[src/eiosc_pkg.sv]
// Overview of operation
// RULE1 - entry pushes registers, sets mask, loads vector
// RULE2 - return op pulls registers back from stack
// RULE3 - soft trap ignores global mask and enables
// RULE4 - mask set or enable clear blocks external
// RULE5 - sample latch only between instructions
// RULE6 - vector fetch clears external request latch
// RULE7 - pending request taken once return clears mask
// RULE8 - build option picks edge or edge-level sensing
// RULE9 - edge-level: low pin keeps request present
// RULE10 - edge-only: pin must rise before next fall
// RULE11 - port pins rising share the external latch
// RULE12 - port pins: high level or rising edge
// RULE13 - active pin blocks the other sources
// RULE14 - enable bit is read/write, one enables
// RULE15 - oscillator select pair drives clock enables
// RULE16 - reset sets enable and osc_sel_hi only
// RULE17 - flag read-only, set while request pending
// RULE18 - flag cleared by vector fetch or clear bit
// RULE19 - clear bit write-only, reads zero
// RULE20 - masked request waits until mask clears
// RULE21 - highest priority vector fetched first
// RULE22 - entry uses five stack locations
// RULE23 - push pcl, pch, x, a, ccr; pull reverse
package eiosc_pkg;
  localparam logic [3:0] EIOSC_ADDR_EXT_INT_STATUS_CONTROL = 4'h0;
  localparam logic [3:0] EIOSC_ADDR_CPUCTL = 4'h4;
  localparam logic [3:0] EIOSC_ADDR_STACKCMD = 4'h8;
  localparam logic [3:0] EIOSC_ADDR_CPUSTAT = 4'hC;
  localparam int EIOSC_BIT_FLAG_CLEAR = 1;
  localparam int EIOSC_BIT_FLAG = 3;
  localparam int EIOSC_BIT_OSC_LO = 4;
  localparam int EIOSC_BIT_OSC_HI = 5;
  localparam int EIOSC_BIT_ENABLE = 7;
  localparam logic EIOSC_RST_ENABLE = 1'b1;
  localparam logic EIOSC_RST_OSC_HI = 1'b1;
  localparam logic EIOSC_RST_OSC_LO = 1'b0;
  localparam logic [7:0] EIOSC_RST_SP = 8'hFF;
  localparam logic [7:0] EIOSC_SP_FIXED_HI = 8'h00;
  localparam logic [1:0] EIOSC_SP_TOP = 2'h3;
  localparam logic [2:0] EIOSC_STACK_BYTES = 3'h5;
  localparam logic [15:0] EIOSC_VEC_SWI = 16'h1FFC;
  localparam logic [15:0] EIOSC_VEC_EXT = 16'h1FFA;
  localparam logic [2:0] EIOSC_PC_TOP = 3'h7;
  localparam logic [7:0] EIOSC_CCR_TOP = 8'hE0;
  localparam int EIOSC_CCR_MASK_BIT = 3;
  typedef enum logic [2:0] {
    EIOSC_IDLE, EIOSC_PUSH, EIOSC_VECHI, EIOSC_VECLO, EIOSC_PULL
  } eiosc_state_e;
endpackage

[src/eiosc_sync.sv]
`timescale 1ns/1ps
module eiosc_sync import eiosc_pkg::*; #(
  parameter int W = 5
) (
  input wire logic ref_clk,
  input wire logic rst_b,
  input wire logic clk_en,
  input wire logic [W-1:0] async_in,
  input wire logic [W-1:0] rst_val,
  output logic [W-1:0] sync_out
);
  typedef struct packed {
    logic [W-1:0] s1;
    logic [W-1:0] s2;
    logic [1:0] primed;
  } eiosc_sync_s;
  eiosc_sync_s r_q, r_d;
  always_comb begin
    r_d = r_q;
    r_d.s1 = async_in;
    r_d.s2 = r_q.s1;
    r_d.primed = {r_q.primed[0], 1'b1};
  end
  // inactive levels until both stages hold a real sample
  always_ff @(posedge ref_clk or negedge rst_b) begin
    if (!rst_b) begin
      r_q <= '0;
    end else if (clk_en) begin
      r_q <= r_d;
    end
  end
  assign sync_out = r_q.primed[1] ? r_q.s2 : rst_val;
endmodule // eiosc_sync

[src/eiosc_detect.sv]
`timescale 1ns/1ps
module eiosc_detect import eiosc_pkg::*; #(
  parameter int NPORT = 4
) (
  input wire logic ref_clk,
  input wire logic rst_b,
  input wire logic clk_en,
  input wire logic edge_level_mode,
  input wire logic port_int_opt,
  input wire logic ext_int_pin_s,
  input wire logic [NPORT-1:0] port_a_s,
  output logic req_event
);
  typedef struct packed {
    logic pin_prev;
    logic [NPORT-1:0] port_prev;
  } eiosc_det_s;
  eiosc_det_s r_q, r_d;
  logic port_any, pin_fall, port_rise, pin_act, port_act;
  always_comb begin
    r_d = r_q;
    r_d.pin_prev = ext_int_pin_s;
    r_d.port_prev = port_a_s;
    port_any = port_int_opt && (|port_a_s);
    // active pin blocks the other sources
    pin_fall = r_q.pin_prev && !ext_int_pin_s && !port_any; // RULE10 RULE13
    port_rise = port_int_opt && (|(port_a_s & ~r_q.port_prev)) && ext_int_pin_s; // RULE11 RULE13
    pin_act = pin_fall || (edge_level_mode && !ext_int_pin_s && !port_any); // RULE8 RULE9
    port_act = port_rise || (edge_level_mode && port_any && ext_int_pin_s); // RULE12
    req_event = pin_act || port_act;
  end
  always_ff @(posedge ref_clk or negedge rst_b) begin
    if (!rst_b) begin
      r_q <= '{pin_prev: 1'b1, port_prev: '0};
    end else if (clk_en) begin
      r_q <= r_d;
    end
  end
endmodule // eiosc_detect

[src/eiosc_top.sv]
// The implementer's own choices: the address map and register access over Avalon-MM.
`timescale 1ns/1ps
module eiosc_top import eiosc_pkg::*; #(
  parameter bit EDGE_LEVEL = 1'b1,
  parameter bit PORT_INT = 1'b1,
  parameter int NPORT = 4
) (
  input wire logic ref_clk,
  input wire logic rst_b,
  input wire logic clk_en,
  input wire logic ext_int_pin,
  input wire logic [NPORT-1:0] port_a_int_pins,
  input wire logic instr_done,
  input wire logic soft_trap_op,
  input wire logic trap_return_op,
  input wire logic [15:0] cpu_pc,
  input wire logic [7:0] cpu_x,
  input wire logic [7:0] cpu_a,
  input wire logic [7:0] cpu_ccr,
  input wire logic [3:0] avs_address,
  input wire logic avs_read,
  input wire logic avs_write,
  input wire logic [31:0] avs_writedata,
  input wire logic [3:0] avs_byteenable,
  output logic [31:0] avs_readdata,
  output logic avs_waitrequest,
  output logic stk_we,
  output logic stk_re,
  output logic [15:0] stk_addr,
  output logic [7:0] stk_wdata,
  input wire logic [7:0] stk_rdata,
  output logic pc_load,
  output logic [15:0] pc_value,
  output logic ccr_load,
  output logic [7:0] ccr_value,
  output logic x_load,
  output logic [7:0] x_value,
  output logic a_load,
  output logic [7:0] a_value,
  output logic vec_rd,
  output logic [15:0] vec_addr,
  input wire logic [7:0] vec_rdata,
  output logic cpu_hold,
  output logic ext_int_flag,
  output logic cpu_clk_int_sel,
  output logic low_power_osc_en,
  output logic pin_osc_en
);
  typedef struct packed {
    eiosc_state_e st;
    logic [2:0] cnt;
    logic is_soft;
    logic [7:0] sp;
    logic [7:0] vhi;
    logic enable;
    logic osc_hi;
    logic osc_lo;
    logic flag;
    logic [31:0] rdata;
    logic wait_n;
    logic stk_we;
    logic stk_re;
    logic [15:0] stk_addr;
    logic [7:0] stk_wdata;
    logic pc_load;
    logic [15:0] pc_value;
    logic ccr_load;
    logic [7:0] ccr_value;
    logic x_load;
    logic [7:0] x_value;
    logic a_load;
    logic [7:0] a_value;
    logic vec_rd;
    logic [15:0] vec_addr;
    logic hold;
    logic pull_wait;
    logic clk_int;
    logic lpo_en;
    logic epo_en;
    logic [15:0] pc_pull;
  } eiosc_top_s;

  eiosc_top_s r_q, r_d;
  logic pin_s;
  logic [NPORT-1:0] port_s;
  logic req_event;
  logic wr_ext_int_status_control, rd_hit, is_mapped, ext_go, mask_i;

  function automatic logic [7:0] eiosc_push_byte(input logic [2:0] idx,
      input logic [15:0] pc, input logic [7:0] x, input logic [7:0] a,
      input logic [7:0] cond_code_reg);
    case (idx)
      3'h0: eiosc_push_byte = pc[7:0];
      3'h1: eiosc_push_byte = {EIOSC_PC_TOP, pc[12:8]};
      3'h2: eiosc_push_byte = x;
      3'h3: eiosc_push_byte = a;
      default: eiosc_push_byte = cond_code_reg | EIOSC_CCR_TOP;
    endcase
  endfunction

  function automatic logic [15:0] eiosc_sp_addr(input logic [7:0] sp);
    eiosc_sp_addr = {EIOSC_SP_FIXED_HI, EIOSC_SP_TOP, sp[5:0]};
  endfunction

  eiosc_sync #(.W(NPORT + 1)) u_sync (
    .ref_clk(ref_clk),
    .rst_b(rst_b),
    .clk_en(clk_en),
    .async_in({ext_int_pin, port_a_int_pins}),
    .rst_val({1'b1, {NPORT{1'b0}}}),
    .sync_out({pin_s, port_s})
  );

  eiosc_detect #(.NPORT(NPORT)) u_det (
    .ref_clk(ref_clk),
    .rst_b(rst_b),
    .clk_en(clk_en),
    .edge_level_mode(EDGE_LEVEL),
    .port_int_opt(PORT_INT),
    .ext_int_pin_s(pin_s),
    .port_a_s(port_s),
    .req_event(req_event)
  );

  always_comb begin
    r_d = r_q;
    r_d.stk_we = 1'b0;
    r_d.stk_re = 1'b0;
    r_d.pc_load = 1'b0;
    r_d.ccr_load = 1'b0;
    r_d.x_load = 1'b0;
    r_d.a_load = 1'b0;
    r_d.vec_rd = 1'b0;
    r_d.wait_n = 1'b0;
    r_d.pull_wait = 1'b0;
    is_mapped = (avs_address == EIOSC_ADDR_EXT_INT_STATUS_CONTROL);
    wr_ext_int_status_control = avs_write && is_mapped && avs_byteenable[0] && r_q.wait_n;
    rd_hit = avs_read && !r_q.wait_n;
    mask_i = cpu_ccr[EIOSC_CCR_MASK_BIT];
    // latch gated only at instruction boundary, held while masked
    ext_go = instr_done && r_q.flag && !mask_i && r_q.enable; // RULE4 RULE5 RULE7 RULE20
    // bus: one wait cycle then answer
    if ((avs_read || avs_write) && !r_q.wait_n) begin
      r_d.wait_n = 1'b1;
    end
    if (rd_hit) begin
      r_d.rdata = '0;
      if (is_mapped) begin
        r_d.rdata[EIOSC_BIT_ENABLE] = r_q.enable; // RULE14
        r_d.rdata[EIOSC_BIT_OSC_HI] = r_q.osc_hi;
        r_d.rdata[EIOSC_BIT_OSC_LO] = r_q.osc_lo;
        r_d.rdata[EIOSC_BIT_FLAG] = r_q.flag; // RULE17
        r_d.rdata[EIOSC_BIT_FLAG_CLEAR] = 1'b0; // RULE19
      end
    end
    if (wr_ext_int_status_control) begin
      r_d.enable = avs_writedata[EIOSC_BIT_ENABLE]; // RULE14
      r_d.osc_hi = avs_writedata[EIOSC_BIT_OSC_HI];
      r_d.osc_lo = avs_writedata[EIOSC_BIT_OSC_LO];
      if (avs_writedata[EIOSC_BIT_FLAG_CLEAR]) begin
        r_d.flag = 1'b0; // RULE18 RULE19
      end
    end
    // oscillator enables follow the select pair
    r_d.clk_int = !(!r_q.osc_hi && r_q.osc_lo); // RULE15
    r_d.epo_en = r_q.osc_lo; // RULE15
    r_d.lpo_en = !(!r_q.osc_hi && r_q.osc_lo);
    case (r_q.st)
      EIOSC_IDLE: begin
        r_d.hold = 1'b0;
        // soft trap first: same priority as the instruction, unmaskable
        if (soft_trap_op) begin
          r_d.st = EIOSC_PUSH; // RULE3
          r_d.is_soft = 1'b1;
          r_d.cnt = '0;
          r_d.hold = 1'b1;
        end else if (trap_return_op) begin
          r_d.st = EIOSC_PULL; // RULE2
          r_d.cnt = '0;
          r_d.hold = 1'b1;
          r_d.stk_re = 1'b1;
          r_d.sp = r_q.sp + 8'h01;
          r_d.stk_addr = eiosc_sp_addr(r_q.sp + 8'h01);
        end else if (ext_go) begin
          r_d.st = EIOSC_PUSH; // RULE21
          r_d.is_soft = 1'b0;
          r_d.cnt = '0;
          r_d.hold = 1'b1;
        end
      end
      EIOSC_PUSH: begin
        // push pcl, pch, x, a, ccr, five bytes
        r_d.stk_we = 1'b1; // RULE1 RULE22 RULE23
        r_d.stk_addr = eiosc_sp_addr(r_q.sp);
        r_d.stk_wdata = eiosc_push_byte(r_q.cnt, cpu_pc, cpu_x, cpu_a, cpu_ccr);
        r_d.sp = r_q.sp - 8'h01;
        r_d.cnt = r_q.cnt + 3'h1;
        if (r_q.cnt == EIOSC_STACK_BYTES - 3'h1) begin
          r_d.st = EIOSC_VECHI;
          r_d.ccr_load = 1'b1;
          r_d.ccr_value = cpu_ccr | EIOSC_CCR_TOP;
          r_d.ccr_value[EIOSC_CCR_MASK_BIT] = 1'b1; // RULE1
          r_d.vec_rd = 1'b1;
          r_d.vec_addr = r_q.is_soft ? EIOSC_VEC_SWI : EIOSC_VEC_EXT;
          if (!r_q.is_soft) begin
            r_d.flag = 1'b0; // RULE6 RULE18
          end
        end
      end
      EIOSC_VECHI: begin
        // vector byte arrives one cycle after the strobe
        if (!r_q.pull_wait) begin
          r_d.pull_wait = 1'b1;
        end else begin
          r_d.vhi = vec_rdata;
          r_d.vec_rd = 1'b1;
          r_d.vec_addr = r_q.vec_addr + 16'h0001;
          r_d.st = EIOSC_VECLO;
        end
      end
      EIOSC_VECLO: begin
        if (!r_q.pull_wait) begin
          r_d.pull_wait = 1'b1;
        end else begin
          r_d.pc_load = 1'b1; // RULE1
          r_d.pc_value = {r_q.vhi, vec_rdata};
          r_d.st = EIOSC_IDLE;
          r_d.hold = 1'b0;
        end
      end
      EIOSC_PULL: begin
        // pull ccr, a, x, pch, pcl, one byte per two cycles
        if (!r_q.pull_wait && !r_q.stk_re) begin
          r_d.stk_re = 1'b1;
          r_d.sp = r_q.sp + 8'h01;
          r_d.stk_addr = eiosc_sp_addr(r_q.sp + 8'h01);
        end else if (r_q.stk_re) begin
          r_d.pull_wait = 1'b1;
        end else begin
          r_d.cnt = r_q.cnt + 3'h1;
          case (r_q.cnt)
            3'h0: begin
              r_d.ccr_load = 1'b1; // RULE23 RULE7
              r_d.ccr_value = stk_rdata | EIOSC_CCR_TOP;
            end
            3'h1: begin
              r_d.a_load = 1'b1;
              r_d.a_value = stk_rdata;
            end
            3'h2: begin
              r_d.x_load = 1'b1;
              r_d.x_value = stk_rdata;
            end
            3'h3: r_d.pc_pull[15:8] = {EIOSC_PC_TOP, stk_rdata[4:0]};
            default: begin
              r_d.pc_load = 1'b1; // RULE2
              r_d.pc_value = {r_q.pc_pull[15:8], stk_rdata};
              r_d.st = EIOSC_IDLE;
              r_d.hold = 1'b0;
            end
          endcase
          if (r_q.cnt == EIOSC_STACK_BYTES - 3'h1) begin
            r_d.stk_re = 1'b0;
          end else begin
            r_d.stk_re = 1'b1;
            r_d.sp = r_q.sp + 8'h01;
            r_d.stk_addr = eiosc_sp_addr(r_q.sp + 8'h01);
          end
        end
      end
      default: r_d.st = EIOSC_IDLE;
    endcase
    // new event wins over any clear
    if (req_event) begin
      r_d.flag = 1'b1; // RULE9 RULE17
    end
  end

  always_ff @(posedge ref_clk or negedge rst_b) begin
    if (!rst_b) begin
      r_q <= '0;
      r_q.st <= EIOSC_IDLE;
      r_q.sp <= EIOSC_RST_SP;
      r_q.enable <= EIOSC_RST_ENABLE; // RULE16
      r_q.osc_hi <= EIOSC_RST_OSC_HI; // RULE16
      r_q.osc_lo <= EIOSC_RST_OSC_LO;
      r_q.clk_int <= 1'b1;
      r_q.lpo_en <= 1'b1;
    end else if (clk_en) begin
      r_q <= r_d;
    end
  end

  assign avs_readdata = r_q.rdata;
  assign avs_waitrequest = (avs_read || avs_write) && !r_q.wait_n;
  assign stk_we = r_q.stk_we;
  assign stk_re = r_q.stk_re;
  assign stk_addr = r_q.stk_addr;
  assign stk_wdata = r_q.stk_wdata;
  assign pc_load = r_q.pc_load;
  assign pc_value = r_q.pc_value;
  assign ccr_load = r_q.ccr_load;
  assign ccr_value = r_q.ccr_value;
  assign x_load = r_q.x_load;
  assign x_value = r_q.x_value;
  assign a_load = r_q.a_load;
  assign a_value = r_q.a_value;
  assign vec_rd = r_q.vec_rd;
  assign vec_addr = r_q.vec_addr;
  assign cpu_hold = r_q.hold;
  assign ext_int_flag = r_q.flag;
  assign cpu_clk_int_sel = r_q.clk_int;
  assign low_power_osc_en = r_q.lpo_en;
  assign pin_osc_en = r_q.epo_en;
endmodule // eiosc_top

[config.mk]
export PLATFORM = sky130hd
export DESIGN_NAME = eiosc_top
export DESIGN_NICKNAME = d
export VERILOG_FILES = /design/src/eiosc_pkg.sv /design/src/eiosc_sync.sv /design/src/eiosc_detect.sv /design/src/eiosc_top.sv
export SDC_FILE = /design/constraint.sdc
export NUM_CORES = 1
export LEC_CHECK = 0
export BUFFER_PORTS_ARGS = -buffer_cell sky130_fd_sc_hd__buf_2
export CAP_MARGIN = 20
export CORE_MARGIN = 4
export CORE_UTILIZATION = 48
export CTS_BUF_LIST = sky130_fd_sc_hd__clkbuf_2 sky130_fd_sc_hd__clkbuf_4 sky130_fd_sc_hd__clkbuf_8
export DETAILED_ROUTE_END_ITERATION = 10
export PLACE_DENSITY = 0.75
export RECOVER_POWER = 100
export SETUP_SLACK_MARGIN = 0.5
export SLEW_MARGIN = 15
export SYNTH_ARGS = -nofsm -noshare
export SYNTH_HDL_FRONTEND = slang
export SYNTH_SLANG_ARGS = --single-unit
[constraint.sdc]
create_clock -name ref_clk -period 2.5 [get_ports ref_clk]
set_input_delay 0.25 -clock ref_clk [delete_from_list [all_inputs] [get_ports ref_clk]]
set_output_delay 0.25 -clock ref_clk [all_outputs]
set_load 0.02 [all_outputs]
; Yosys cells after proc, flatten, opt, wreduce, memory -nomap -nowiden
; Cells that the tools add are included.
[classes]
addsub = 4
eq_ne = 21
muxes = 64
bitwise_logic = 4
reduce_logical = 55
[ops]
columns = op, n
row1 = 17-bit two-way mux, 8
row2 = 44-bit two-way mux, 2
row3 = 17-bit one-hot mux with 2 select lines, 2
row4 = 16-bit one-hot mux with 3 select lines, 1
row5 = 8-bit two-way mux, 5
row6 = 9-bit two-way mux, 4
row7 = 8-bit one-hot mux with 4 select lines, 1
row8 = 8-bit one-hot mux with 3 select lines, 1
row9 = 6-bit AND reduction, 4
row10 = 5-bit AND reduction, 4
row11 = 1-bit two-way mux, 19
row12 = 18-bit two-way mux, 1
row13 = 3-bit two-way mux, 6
row14 = 6-bit two-way mux, 3
row15 = 2-bit != test (second input constant), 9
row16 = 9-bit one-hot mux with 2 select lines, 1
row17 = 16-bit by 1-bit adder with 16-bit output (second input constant), 1
row18 = 16-bit two-way mux, 1
row19 = 1-bit logical AND, 15
row20 = 3-bit one-hot mux with 5 select lines, 1
row21 = 7-bit two-way mux, 2
row22 = 3-bit by 2-bit equality test with 1-bit output (second input constant), 4
row23 = 4-bit OR reduction, 3
row24 = 3-bit one-hot mux with 3 select lines, 1
row25 = other kinds (26), 49
[word_totals]
reg_bits = 146
input_bits = 109
output_inout_bits = 125
elab_cells = 183

; Logic depth before layout (Yosys ltp)
; Gate-level depths: netlist of the first run.
[depth]
ltp_word = 9
mapped_depth = 8
mapped_depth_nobuf = 6

; Cells and area by module
; A second synthesis of the first run with hierarchy kept.
[hier_totals]
hier_cells = 706
area_unflattened_um2 = 7318.3
[by_module_without_submodules]
columns = module, instances, cells_per_inst, area_per_inst_um2, seq_area_each_um2
row1 = eiosc_top, 1, 653, 6536.3, 2914.0
row2 = eiosc_sync, 1, 31, 536.8, 300.3
row3 = eiosc_detect, 1, 22, 245.2, 126.4

; Worst setup path before layout of the first run
; OpenSTA, ideal clock, no wires.
[synth_timing]
kind = register -> register
startpoint = reg r_q[163] in the netlist's numbering
endpoint = reg r_q (netlist bit pc_value[6])
setup_ps = 125
arrival_time_ps = 2279
t_required_ps = 2375
setup_slack_ps = 97
path_stages_with_launch = 9
synth_period_minus_slack_ps = 2403
path_cell_list = dfrtp_1 inv_1 ha_1 or3_4 a21oi_1 a22o_1 buf_4 buf_6 mux2_2
[synth_between]
elab_chain_cells = 4
[synth_lines]
columns = item, line
row1 = from (decl), eiosc_top.sv:83  ; eiosc_top_s r_q, r_d;
row2 = from (signal assigned), eiosc_top.sv:290  ; r_q <= r_d;
row3 = 3-bit by 2-bit equality test with 1-bit output (tied with other cells), eiosc_top.sv:241  ; case (r_q.cnt)
row4 = 4-bit OR reduction (no source line) (*), -
row5 = 2-bit != test (no source line) (*), -
row6 = 6-bit AND reduction (no source line) (*), -
; Mark *: on every way between the ends. The rest lies on a longest branch, timed or not.
; A chain may end at the register's enable or synchronous reset.

; Final worst setup path of the first run
[layout_timing]
startpoint = reg r_q[162] in the netlist's numbering
endpoint = reg r_q (netlist bit cpu_hold)
; Same word-level chain as after synthesis.

==> qor.yml, run 1 <==
power_and_ir_drop:
  p_total_mw: 9.51
  p_leak_nw: 3.84
  power_density_nw_per_um2: 1150
  power.ir.vdd_worst_uv: 543
hold_path:
  hold_path_depth: 2
  hold_end: "u_sync.r_d[2]"
  hold_start: "port_a_int_pins[0]"
  min_path_type: "input pin to flip-flop"
clock_tree:
  cts.path.max_buffers: 2
  clock_sinks: 128
  cts_tree: "built"
  cts_root_buf: "clkbuf_8"
  cts.clk_slew.worst_paths_ns: 0.08
  cts_htree_levels: 4
  numCtsBuffers: 17
  insertion_delay_ns: 0.46
finish:
  mostFrequentLayoutCell: "dfrtp_1"
  utilization_pct: 57.3
  antenna_cells: 0
  nets: 899
  design_area_um2: 8300
  area_growth_pct: 17.1
  mostFrequentLayoutCells: "115 x dfrtp_1, 95 x clkbuf_1, 70 x buf_2"
  final_cells: 979
  fill_cells: 1262
  drive_gt1_share_pct: 31.3
critical_path:
  path_buf_inv: 1
  rr_worst_depth: 6
  r2r_slack_ns: 0.19
  crit_family: "compound AO/OA/AOI/OAI gates"
  crit_fanout: 5
  crit_path_max_incr_delay_ns: 0.50
  worstPathCellList: "inv_1 > ha_1 > or3_4 > a2111oi_1 > o21bai_1 > mux2_2"
  cp-start-kind: "flip-flop"
  cp_num_cells: 6
  crit_path_end_kind: "flip-flop"
  crit_arrival_ns: 2.66
  cpMaxStageDelayCell: "a2111oi_1"
  worstPathRequired_ns: 2.84
  r2r_end: "cpu_hold"
  path_class: "flip-flop to flip-flop"
  r2r-start: "r_q[162]"
placement:
  place_ws_ns: 0.235
  port_buffers: 160
  placed_area_um2: 7480
  place_congestion: 0.875
  dp_hpwl_mm: 12.4
  place_inst: 908
floorplanning:
  fp.dieH_um: 130
  coreArea_um2: 14500
  dieArea_um2: 16800
  io_pins: 234
  start_util_pct: 48.9
  rows: 44
  chipWidth_um: 130
detailed_routing:
  drt_iter0_drc: 434
  drt_pass1_iterations: 5
  ant_nets: 0
  drc: 0
  drt_wl_total_mm: 19.0
  vias: 5553
  viasPerCell: 5.67
  wl_per_cell_um: 19.4
timing:
  fmax_mhz: 432
  finalCritPeriodShare_pct: 92.6
  period_minus_slack_ns: 2.31
  slew_viol_final: 0
  rsz0062_at_grt: "yes"
  hold_viol: 0
  whs_ns: 0.0277
  tightest_slew_ns: 1.09
  finalSetupViolations: 0
  slew_headroom_pct: 27.5
  skew_ns: 0.00884
  setup_tns_ns: 0
  fin_ws_ns: 0.186
yosys:
  syn_area_um2: 7090
  synth-main-ff-cell: "dfrtp_1"
  ys_seq_elements: 128
  syn_area_per_cell_um2: 10.9
  yosys.area.top_type_share_pct: 42.0
  synthCells: 653
  ys_seq_area_share_pct: 45.4
  synth_cell_types: 66
  async_flop_share_pct: 100
  synth.largest_area_cell: "dfrtp_1"
  yosysWarnings: 0
  yosys-top-cells-area: "dfrtp_1 42%, buf_4 12%, mux2_2 9.5%, a22o_1 3.8%, dfstp_2 3.3%"
  synth_edf_count: 0
grt:
  first_global_vias: 5496
  grt_overflow: 0
  antenna_found_initial: 0
  grt_usage_pct: 21.5
  grt_start_max_net_pins: 48
  grt_pass1_wl_mm: 28.2
status:
  status: "completed"
run:
  drv_cap: 0
## logic make-up (layout without fill, tap and decap cells)
logic type,after synthesis,count (layout),synth area share [%]
AOI/OAI and AO/OA,135,135,14.7
xor gates and xnor gates,7,7,0.865
adders and majority gates,8,8,1.41
buffers and inverters,162,269,15.0
DFF,128,128,45.4
muxes,76,76,12.0
other,1,36,0.0529
and+or+nand+nor,136,136,10.7
## Yosys cell counts (8+ instances only)
cell	count
clkbuf_1	20
ha_1	8
mux2_1	9
buf_4	114
dfstp_2	9
a2bb2oi_1	8
nor2_1	22
a221oi_1	11
nand4_1	12
a21oi_1	17
nand3_1	9
a22o_1	31
inv_1	19
nand2_1	29
a222oi_1	8
mux2_2	60
dfrtp_1	119
nor3_1	12
o21ai_0	19
## worst max path at each step
stage | from | end
6_report | r_q[162] | cpu_hold
5_1_grt | r_q[162] | cpu_hold
4_1_cts | r_q[162] | pc_value[10]
3_5_place_dp | r_q[167] | ccr_value[4]
3_3_place_gp | r_q[167] | a_value[6]
2_1_floorplan | r_q[162] | pc_value[6]
## routing by layer
metal / vias to the layer above / share of wire [%] / GRT usage (%)
li1: 2493 / - / -
met3: 41 / 7.0 / 5.40
met5: - / 0 / 0
met4: 0 / 2.5 / 7.82
met1: 2769 / 40 / 26.7
met2: 250 / 50 / 36.6
## area by class of cell
cell class	count	area, um^2	area share [%]
Multi-Input combinational cell	398	3080	37.2
Clock inverter	12	204	2.46
Inverter	19	71.3	0.859
Timing Repair Buffer	218	1220	14.7
Tap cell	184	230	2.77
Clock buffer	20	275	3.32
Sequential cell	128	3220	38.8
## where the power goes
part / switching, mW / total, mW / internal [mW]
clock: 0.866 / 2.14 / 1.27
combinational: 2.34 / 4.14 / 1.80
sequential: 0.510 / 3.23 / 2.72
total: 3.71 / 9.51 / 5.80
## repair_timing
action	in CTS	in global routing
hold buffers	1	0
resized for setup	33	35
endpoints found under the hold margin	39	0
pin swaps	16	15
cloned	2	2
setup endpoints to repair	77	72
setup buffers	22	12
## flip-flops by register name, indices dropped and copies added (netlist names), 4 cells and up
register and cells:
avs_readdata 4, stk_addr 7, u_sync.r_q 6, vec_addr 16, ccr_value 6, r_q 31
u_sync.r_d 6, x_value 8, pc_value 16, a_value 8, stk_wdata 8
Note: power is estimated with default switching activity, not from simulation.
==> run 2: changes to the inputs <==
Settings changed: SETUP_SLACK_MARGIN 0.5 to 0.4.
==> qor.yml, run 2 (same netlist as run 1, synthesis figures left out) <==
placement:
  port_buffers: 160  # unchanged
  place_inst: 910  # +0.22%
  place_ws_ns: 0.223  # -0.0123 ns
  place_congestion: 0.895  # +2.3%
  dp_hpwl_mm: 12.6  # +1.3%
finish:
  utilization_pct: 55.9  # -1.5 points
  top_register: "r_q"
  area_growth_pct: 14.1
  final_cells: 962  # -1.7%
  mostFrequentLayoutCells: "116 x dfrtp_1, 102 x clkbuf_1, 70 x buf_2"
  nets: 883  # -1.8%
  mostFrequentLayoutCell: "dfrtp_1"
  largest_register_ffs: 31  # unchanged
  drive_gt1_share_pct: 29.9  # -1.4 points
  antenna_cells: 0  # unchanged
timing:
  skew_ns: 0.0135  # +0.00464 ns
  tightest_slew_ns: 1.31  # +0.224 ns
  fmax_mhz: 447  # +3.4%
  slew_headroom_pct: 12.5  # -15 points
  period_minus_slack_ns: 2.24  # -0.0764 ns
  fin_ws_ns: 0.262  # +0.0764 ns
  setup_tns_ns: 0  # unchanged
  finalSetupViolations: 0  # unchanged
  slew_viol_final: 0  # unchanged
  finalCritPeriodShare_pct: 89.5  # -3.1 points
  hold_viol: 0  # unchanged
  rsz0062_at_grt: "yes"
clock_tree:
  cts_root_buf: "clkbuf_8"
  cts_htree_levels: 4  # unchanged
  cts.clk_slew.worst_paths_ns: 0.08  # about the same
  numCtsBuffers: 17  # unchanged
  cts_tree: "built"
  insertion_delay_ns: 0.45  # about the same
  cts.path.max_buffers: 2  # unchanged
  clock_sinks: 128  # unchanged
hold_path:
  min_path_type: "input pin to flip-flop"
critical_path:
  cp-start-kind: "flip-flop"
  worstPathRequired_ns: 2.82  # -0.02 ns
  crit_path_end_kind: "flip-flop"
  crit_arrival_ns: 2.56  # -0.10 ns
  path_class: "flip-flop to flip-flop"
  crit_fanout: 11  # +6
detailed_routing:
  drt_pass1_iterations: 5  # unchanged
  ant_nets: 0  # unchanged
  drc: 0  # unchanged
  drt_wl_total_mm: 17.8  # -6.3%
  vias: 5366  # -3.4%
  drt_iter0_drc: 420  # -3.2%
  viasPerCell: 5.58  # -1.7%
  wl_per_cell_um: 18.5  # -4.7%
power_and_ir_drop:
  power_density_nw_per_um2: 1100  # -3.6%
  power.ir.vdd_worst_uv: 516  # -5.0%
  p_leak_nw: 3.68  # -4.1%
grt:
  grt_start_max_net_pins: 49  # +2.1%
  grt_overflow: 0  # unchanged
  grt_pass1_wl_mm: 27.1  # -3.9%
  grt_usage_pct: 20.6  # -0.91 points
  first_global_vias: 5431  # -1.2%
  antenna_found_initial: 0  # unchanged
floorplanning:
  coreArea_um2: 14500  # unchanged
  rows: 44  # unchanged
  io_pins: 234  # unchanged
  dieArea_um2: 16800  # unchanged
  chipWidth_um: 130  # unchanged
  start_util_pct: 48.9  # unchanged
  fp.dieH_um: 130  # unchanged
status:
  status: "completed"
run:
  drv_cap: 0  # unchanged
## run 2: cell count changes in the layout (fill, tap and decap cells not counted), sizes merged
| cell | previous run | this run |
|---|---|---|
| buf | 117 | 94 |
| clkbuf | 120 | 126 |
| clkinv | 2 | 3 |
| inv | 21 | 22 |
| bufinv | 5 | 4 |
| clkinvlp | 3 | 2 |
## run 2: per-stage QoR
step                hold WS [ns]  cell area [um^2]  power, mW
global placement           0.218              7490       6.60
CTS                     0.000623              8120       9.02
detailed placement         0.231              7490       6.76
global route              0.0193              8090       9.46
finish                    0.0398              8090       8.93
floorplan                -0.0456              7280       6.25
## run 2: critical path, cell delays in order, from the launching register on
cell       delay, ns
dfrtp_1         0.51
inv_1           0.25
ha_1            0.44
a21oi_4         0.06
a22o_4          0.29
buf_6           0.13
clkbuf_16       0.15
mux2_4          0.29
## run 2: path summary, 6_finish.rpt
check	start	end	depth (start not counted)	slack, ns
worst max-delay path	r_q[164]	pc_value[8]	7	0.26
worst min-delay path	avs_writedata[5]	r_q[143]	2	0.04
worst max register to register	r_q[164]	pc_value[8]	7	0.26
worst min register to register	u_sync.r_d[1]	u_sync.r_d[1]	1	0.47
max in group asynchronous	rst_b	r_q[165]	3	0.64
min in group asynchronous	rst_b	ccr_value[6]	2	0.29
## run 2: layout make-up
type	count	area (um^2)
fillers	1299	6390
repair buffers	202	1030
clock inverters	12	180
clock buffers	19	262
well taps	184	230
multi-input cells	398	3090
flip-flops and latches	128	3220
inverters	19	71.3
## run 2: layer usage
layer / up-vias / routed length (um) / part of all wire (%) / track usage [%]
met1: 2668 / 7400 / 42 / 26.2
met2: 205 / 8870 / 50 / 34.2
li1: 2459 / - / - / -
met3: 34 / 1110 / 6.2 / 5.03
met5: - / 0 / 0 / 0
met4: 0 / 377 / 2.1 / 7.76
## run 2: what timing repair did
| action | 4_1_cts | 5_1_grt |
|---|---|---|
| setup endpoints to repair | 54 | 51 |
| resized for setup | 11 | 26 |
| hold buffers | 1 | 0 |
| cloned | 1 | 1 |
| pin swaps | 4 | 7 |
| endpoints found under the hold margin | 32 | 0 |
| buffers inserted | 13 | 5 |
## run 2: power breakdown
part           internal (mW)  switching (mW)
sequential              2.72           0.514
clock                   1.14           0.850
combinational           1.54            2.17
==> run 3: changes to the inputs <==
Settings changed: BUFFER_PORTS_ARGS -buffer_cell sky130_fd_sc_hd__buf_2 to unset, CORE_UTILIZATION 48 to 60, CTS_CLUSTER_SIZE set to 8, DONT_BUFFER_PORTS set to 1.
==> qor.yml, run 3 (same netlist as run 1, synthesis figures left out) <==
detailed_routing:
  ant_nets: 0  # unchanged
  drc: 0  # unchanged
  wl_per_cell_um: 21.1  # +14%
  viasPerCell: 6.18  # +11%
  drt_iter0_drc: 421  # +0.24%
  drt_wl_total_mm: 16.5  # -7.0%
  drt_pass1_iterations: 7  # +2
  vias: 4829  # -10%
clock_tree:
  cts_tree: "built"
  cts.clk_slew.worst_paths_ns: 0.07  # about the same
  cts_htree_levels: 4  # unchanged
  postCtsHoldBufs: 27  # +26
  cts_root_buf: "clkbuf_8"
  cts.path.max_buffers: 2  # unchanged
  clock_sinks: 128  # unchanged
  numCtsBuffers: 17  # unchanged
  insertion_delay_ns: 0.44  # about the same
timing:
  rsz0062_at_grt: "yes"
  slew_headroom_pct: 48.6  # +36 points
  finalSetupViolations: 0  # unchanged
  tightest_slew_ns: 0.766  # -0.547 ns
  finalCritPeriodShare_pct: 90.6  # +1.1 points
  fmax_mhz: 442  # -1.2%
  setup_tns_ns: 0  # unchanged
  skew_ns: 0.0149  # +0.00139 ns
  whs_ns: -0.493  # -0.532 ns
  period_minus_slack_ns: 2.26  # +0.0263 ns
  fin_ws_ns: 0.236  # -0.0263 ns
  hold_viol: 128  # +128
  slew_viol_final: 0  # unchanged
grt:
  grt_start_max_net_pins: 129  # +160%
  grt_usage_pct: 24.5  # +3.9 points
  grt_overflow: 0  # unchanged
  grt_pass1_wl_mm: 25.8  # -4.9%
  antenna_found_initial: 1  # +1
  first_global_vias: 4924  # -9.3%
critical_path:
  r2r_slack_ns: 0.24  # -0.03 ns
  crit_path_max_incr_delay_ns: 0.59  # +0.08 ns
  crit_path_end_kind: "flip-flop"
  crit_arrival_ns: 2.58  # +0.02 ns
  rr_worst_depth: 5  # -2
  path_class: "flip-flop to flip-flop"
  worstPathRequired_ns: 2.81  # about the same
  crit_fanout: 9  # -2
  cp-start-kind: "flip-flop"
  worstPathCellList: "or4b_4 > nor3_1 > clkbuf_1 > nand2_2 > mux2_2"
  cpMaxStageDelayCell: "or4b_4"
  r2r_end: "a_value[7]"
  r2r-start: "r_q[165]"
run:
  drv_cap: 0  # unchanged
placement:
  port_buffers: 0  # -100%
  place_ws_ns: 0.143  # -0.0803 ns
  dp_hpwl_mm: 10.9  # -13%
  place_congestion: 0.874  # -2.3%
floorplanning:
  start_util_pct: 61.8  # +13 points
  coreArea_um2: 11500  # -21%
  io_pins: 234  # unchanged
  dieArea_um2: 13600  # -19%
  fp.dieH_um: 117  # -9.9%
  rows: 39  # -11%
  chipWidth_um: 117  # -9.9%
finish:
  utilization_pct: 64.9  # +9.0 points
  top_register: "r_q"
  mostFrequentLayoutCell: "dfrtp_1"
  largest_register_ffs: 31  # unchanged
  drive_gt1_share_pct: 24.3  # -5.7 points
  area_growth_pct: 4.98
  antenna_cells: 0  # unchanged
  nets: 743  # -16%
  mostFrequentLayoutCells: "117 x dfrtp_1, 57 x mux2_2, 36 x conb_1"
power_and_ir_drop:
  pwr-share-clk_pct: 20.5  # -1.8 points
  power.ir.vdd_worst_uv: 669  # +30%
  power_switching_mw: 3.28  # -7.1%
  power_frac_comb_pct: 32.6  # -8.9 points
  power_density_nw_per_um2: 1110  # +0.47%
  p_leak_nw: 3.35  # -8.9%
  swShare_pct: 39.7  # +0.20 points
  seqPwrFrac_pct: 46.9  # +11 points
  internal-power_mw: 4.98  # -7.9%
status:
  violations: "negative hold slack"
  status: "finished, violations left"
hold_path:
  min_path_type: "input pin to asynchronous set/reset pin"
[run 3: cell types whose count changed in the layout (fill, tap and decap cells not counted), sizes merged, moves of 3 or more]
cell	previous run	this run
dlygate4sd3	1	26
buf	94	27
clkinvlp	2	5
inv	22	18
bufinv	4	1
clkbuf	126	32
[run 3: repair_timing]
action | 4_1_cts | 5_1_grt
cloned | 1 | 0
setup buffers | 14 | 4
endpoints found under the setup margin | 54 | 54
pin swaps | 4 | 3
resized for setup | 18 | 10
hold endpoints to repair | 185 | 128
[run 3: worst max-delay path by stage]
stage / startpoint / to / slack [ns] / depth (start not counted)
3_5_place_dp: r_q[167] / ccr_value[2] / 0.14 / 4
3_3_place_gp: r_q[167] / ccr_value[4] / 0.24 / 4
4_1_cts: r_q[162] / pc_value[3] / 0.37 / 7
5_1_grt: r_q[165] / vec_addr[14] / 0.15 / 6
6_report: r_q[165] / a_value[7] / 0.24 / 5
2_1_floorplan: r_q[162] / pc_value[6] / 0.38 / 8
[run 3: final cells by class]
class / instances / area [um^2]
clock inverter: 9 / 83.8
sequential: 128 / 3220
clock buffer: 23 / 298
multi-input combinational: 398 / 3030
inverter: 19 / 75.1
fill: 917 / 4030
timing repair buffer: 62 / 553
tap: 143 / 179
[run 3: metal layers]
metal	vias to the layer above	global-route usage [%]	wire, um
met4	2	8.49	242
met3	23	7.62	1320
li1	2177	-	-
met5	-	0	13
met2	202	38.9	8210
met1	2425	31.9	6730
[run 3: power groups by stage]
stage | clock network, mW | logic (mW) | registers, mW
floorplan | 0 | 3.13 | 3.13
global placement | 0 | 2.19 | 3.89
detailed placement | 0 | 2.30 | 3.92
CTS | 1.74 | 2.70 | 3.86
global route | 1.83 | 2.96 | 3.96
finish | 1.69 | 2.69 | 3.87
[run 3: worst max-delay path: cells and delay by family (launching register included)]
family | cells | cell delay (ns)
AND/OR/NAND/NOR | 3 | 1.17
flip-flops | 1 | 0.44
multiplexers | 1 | 0.34
buffers and inverters | 1 | 0.19
[run 3: per-stage QoR]
stage	cells	power, mW	cell area (um^2)	hold slack (ns)
floorplan	688	6.25	7280	-0.0456
global placement	704	6.08	6590	-0.0424
detailed placement	704	6.22	6590	-0.0424
CTS	778	8.31	7460	-0.530
global route	782	8.75	7440	-0.531
finish	782	8.26	7440	-0.493
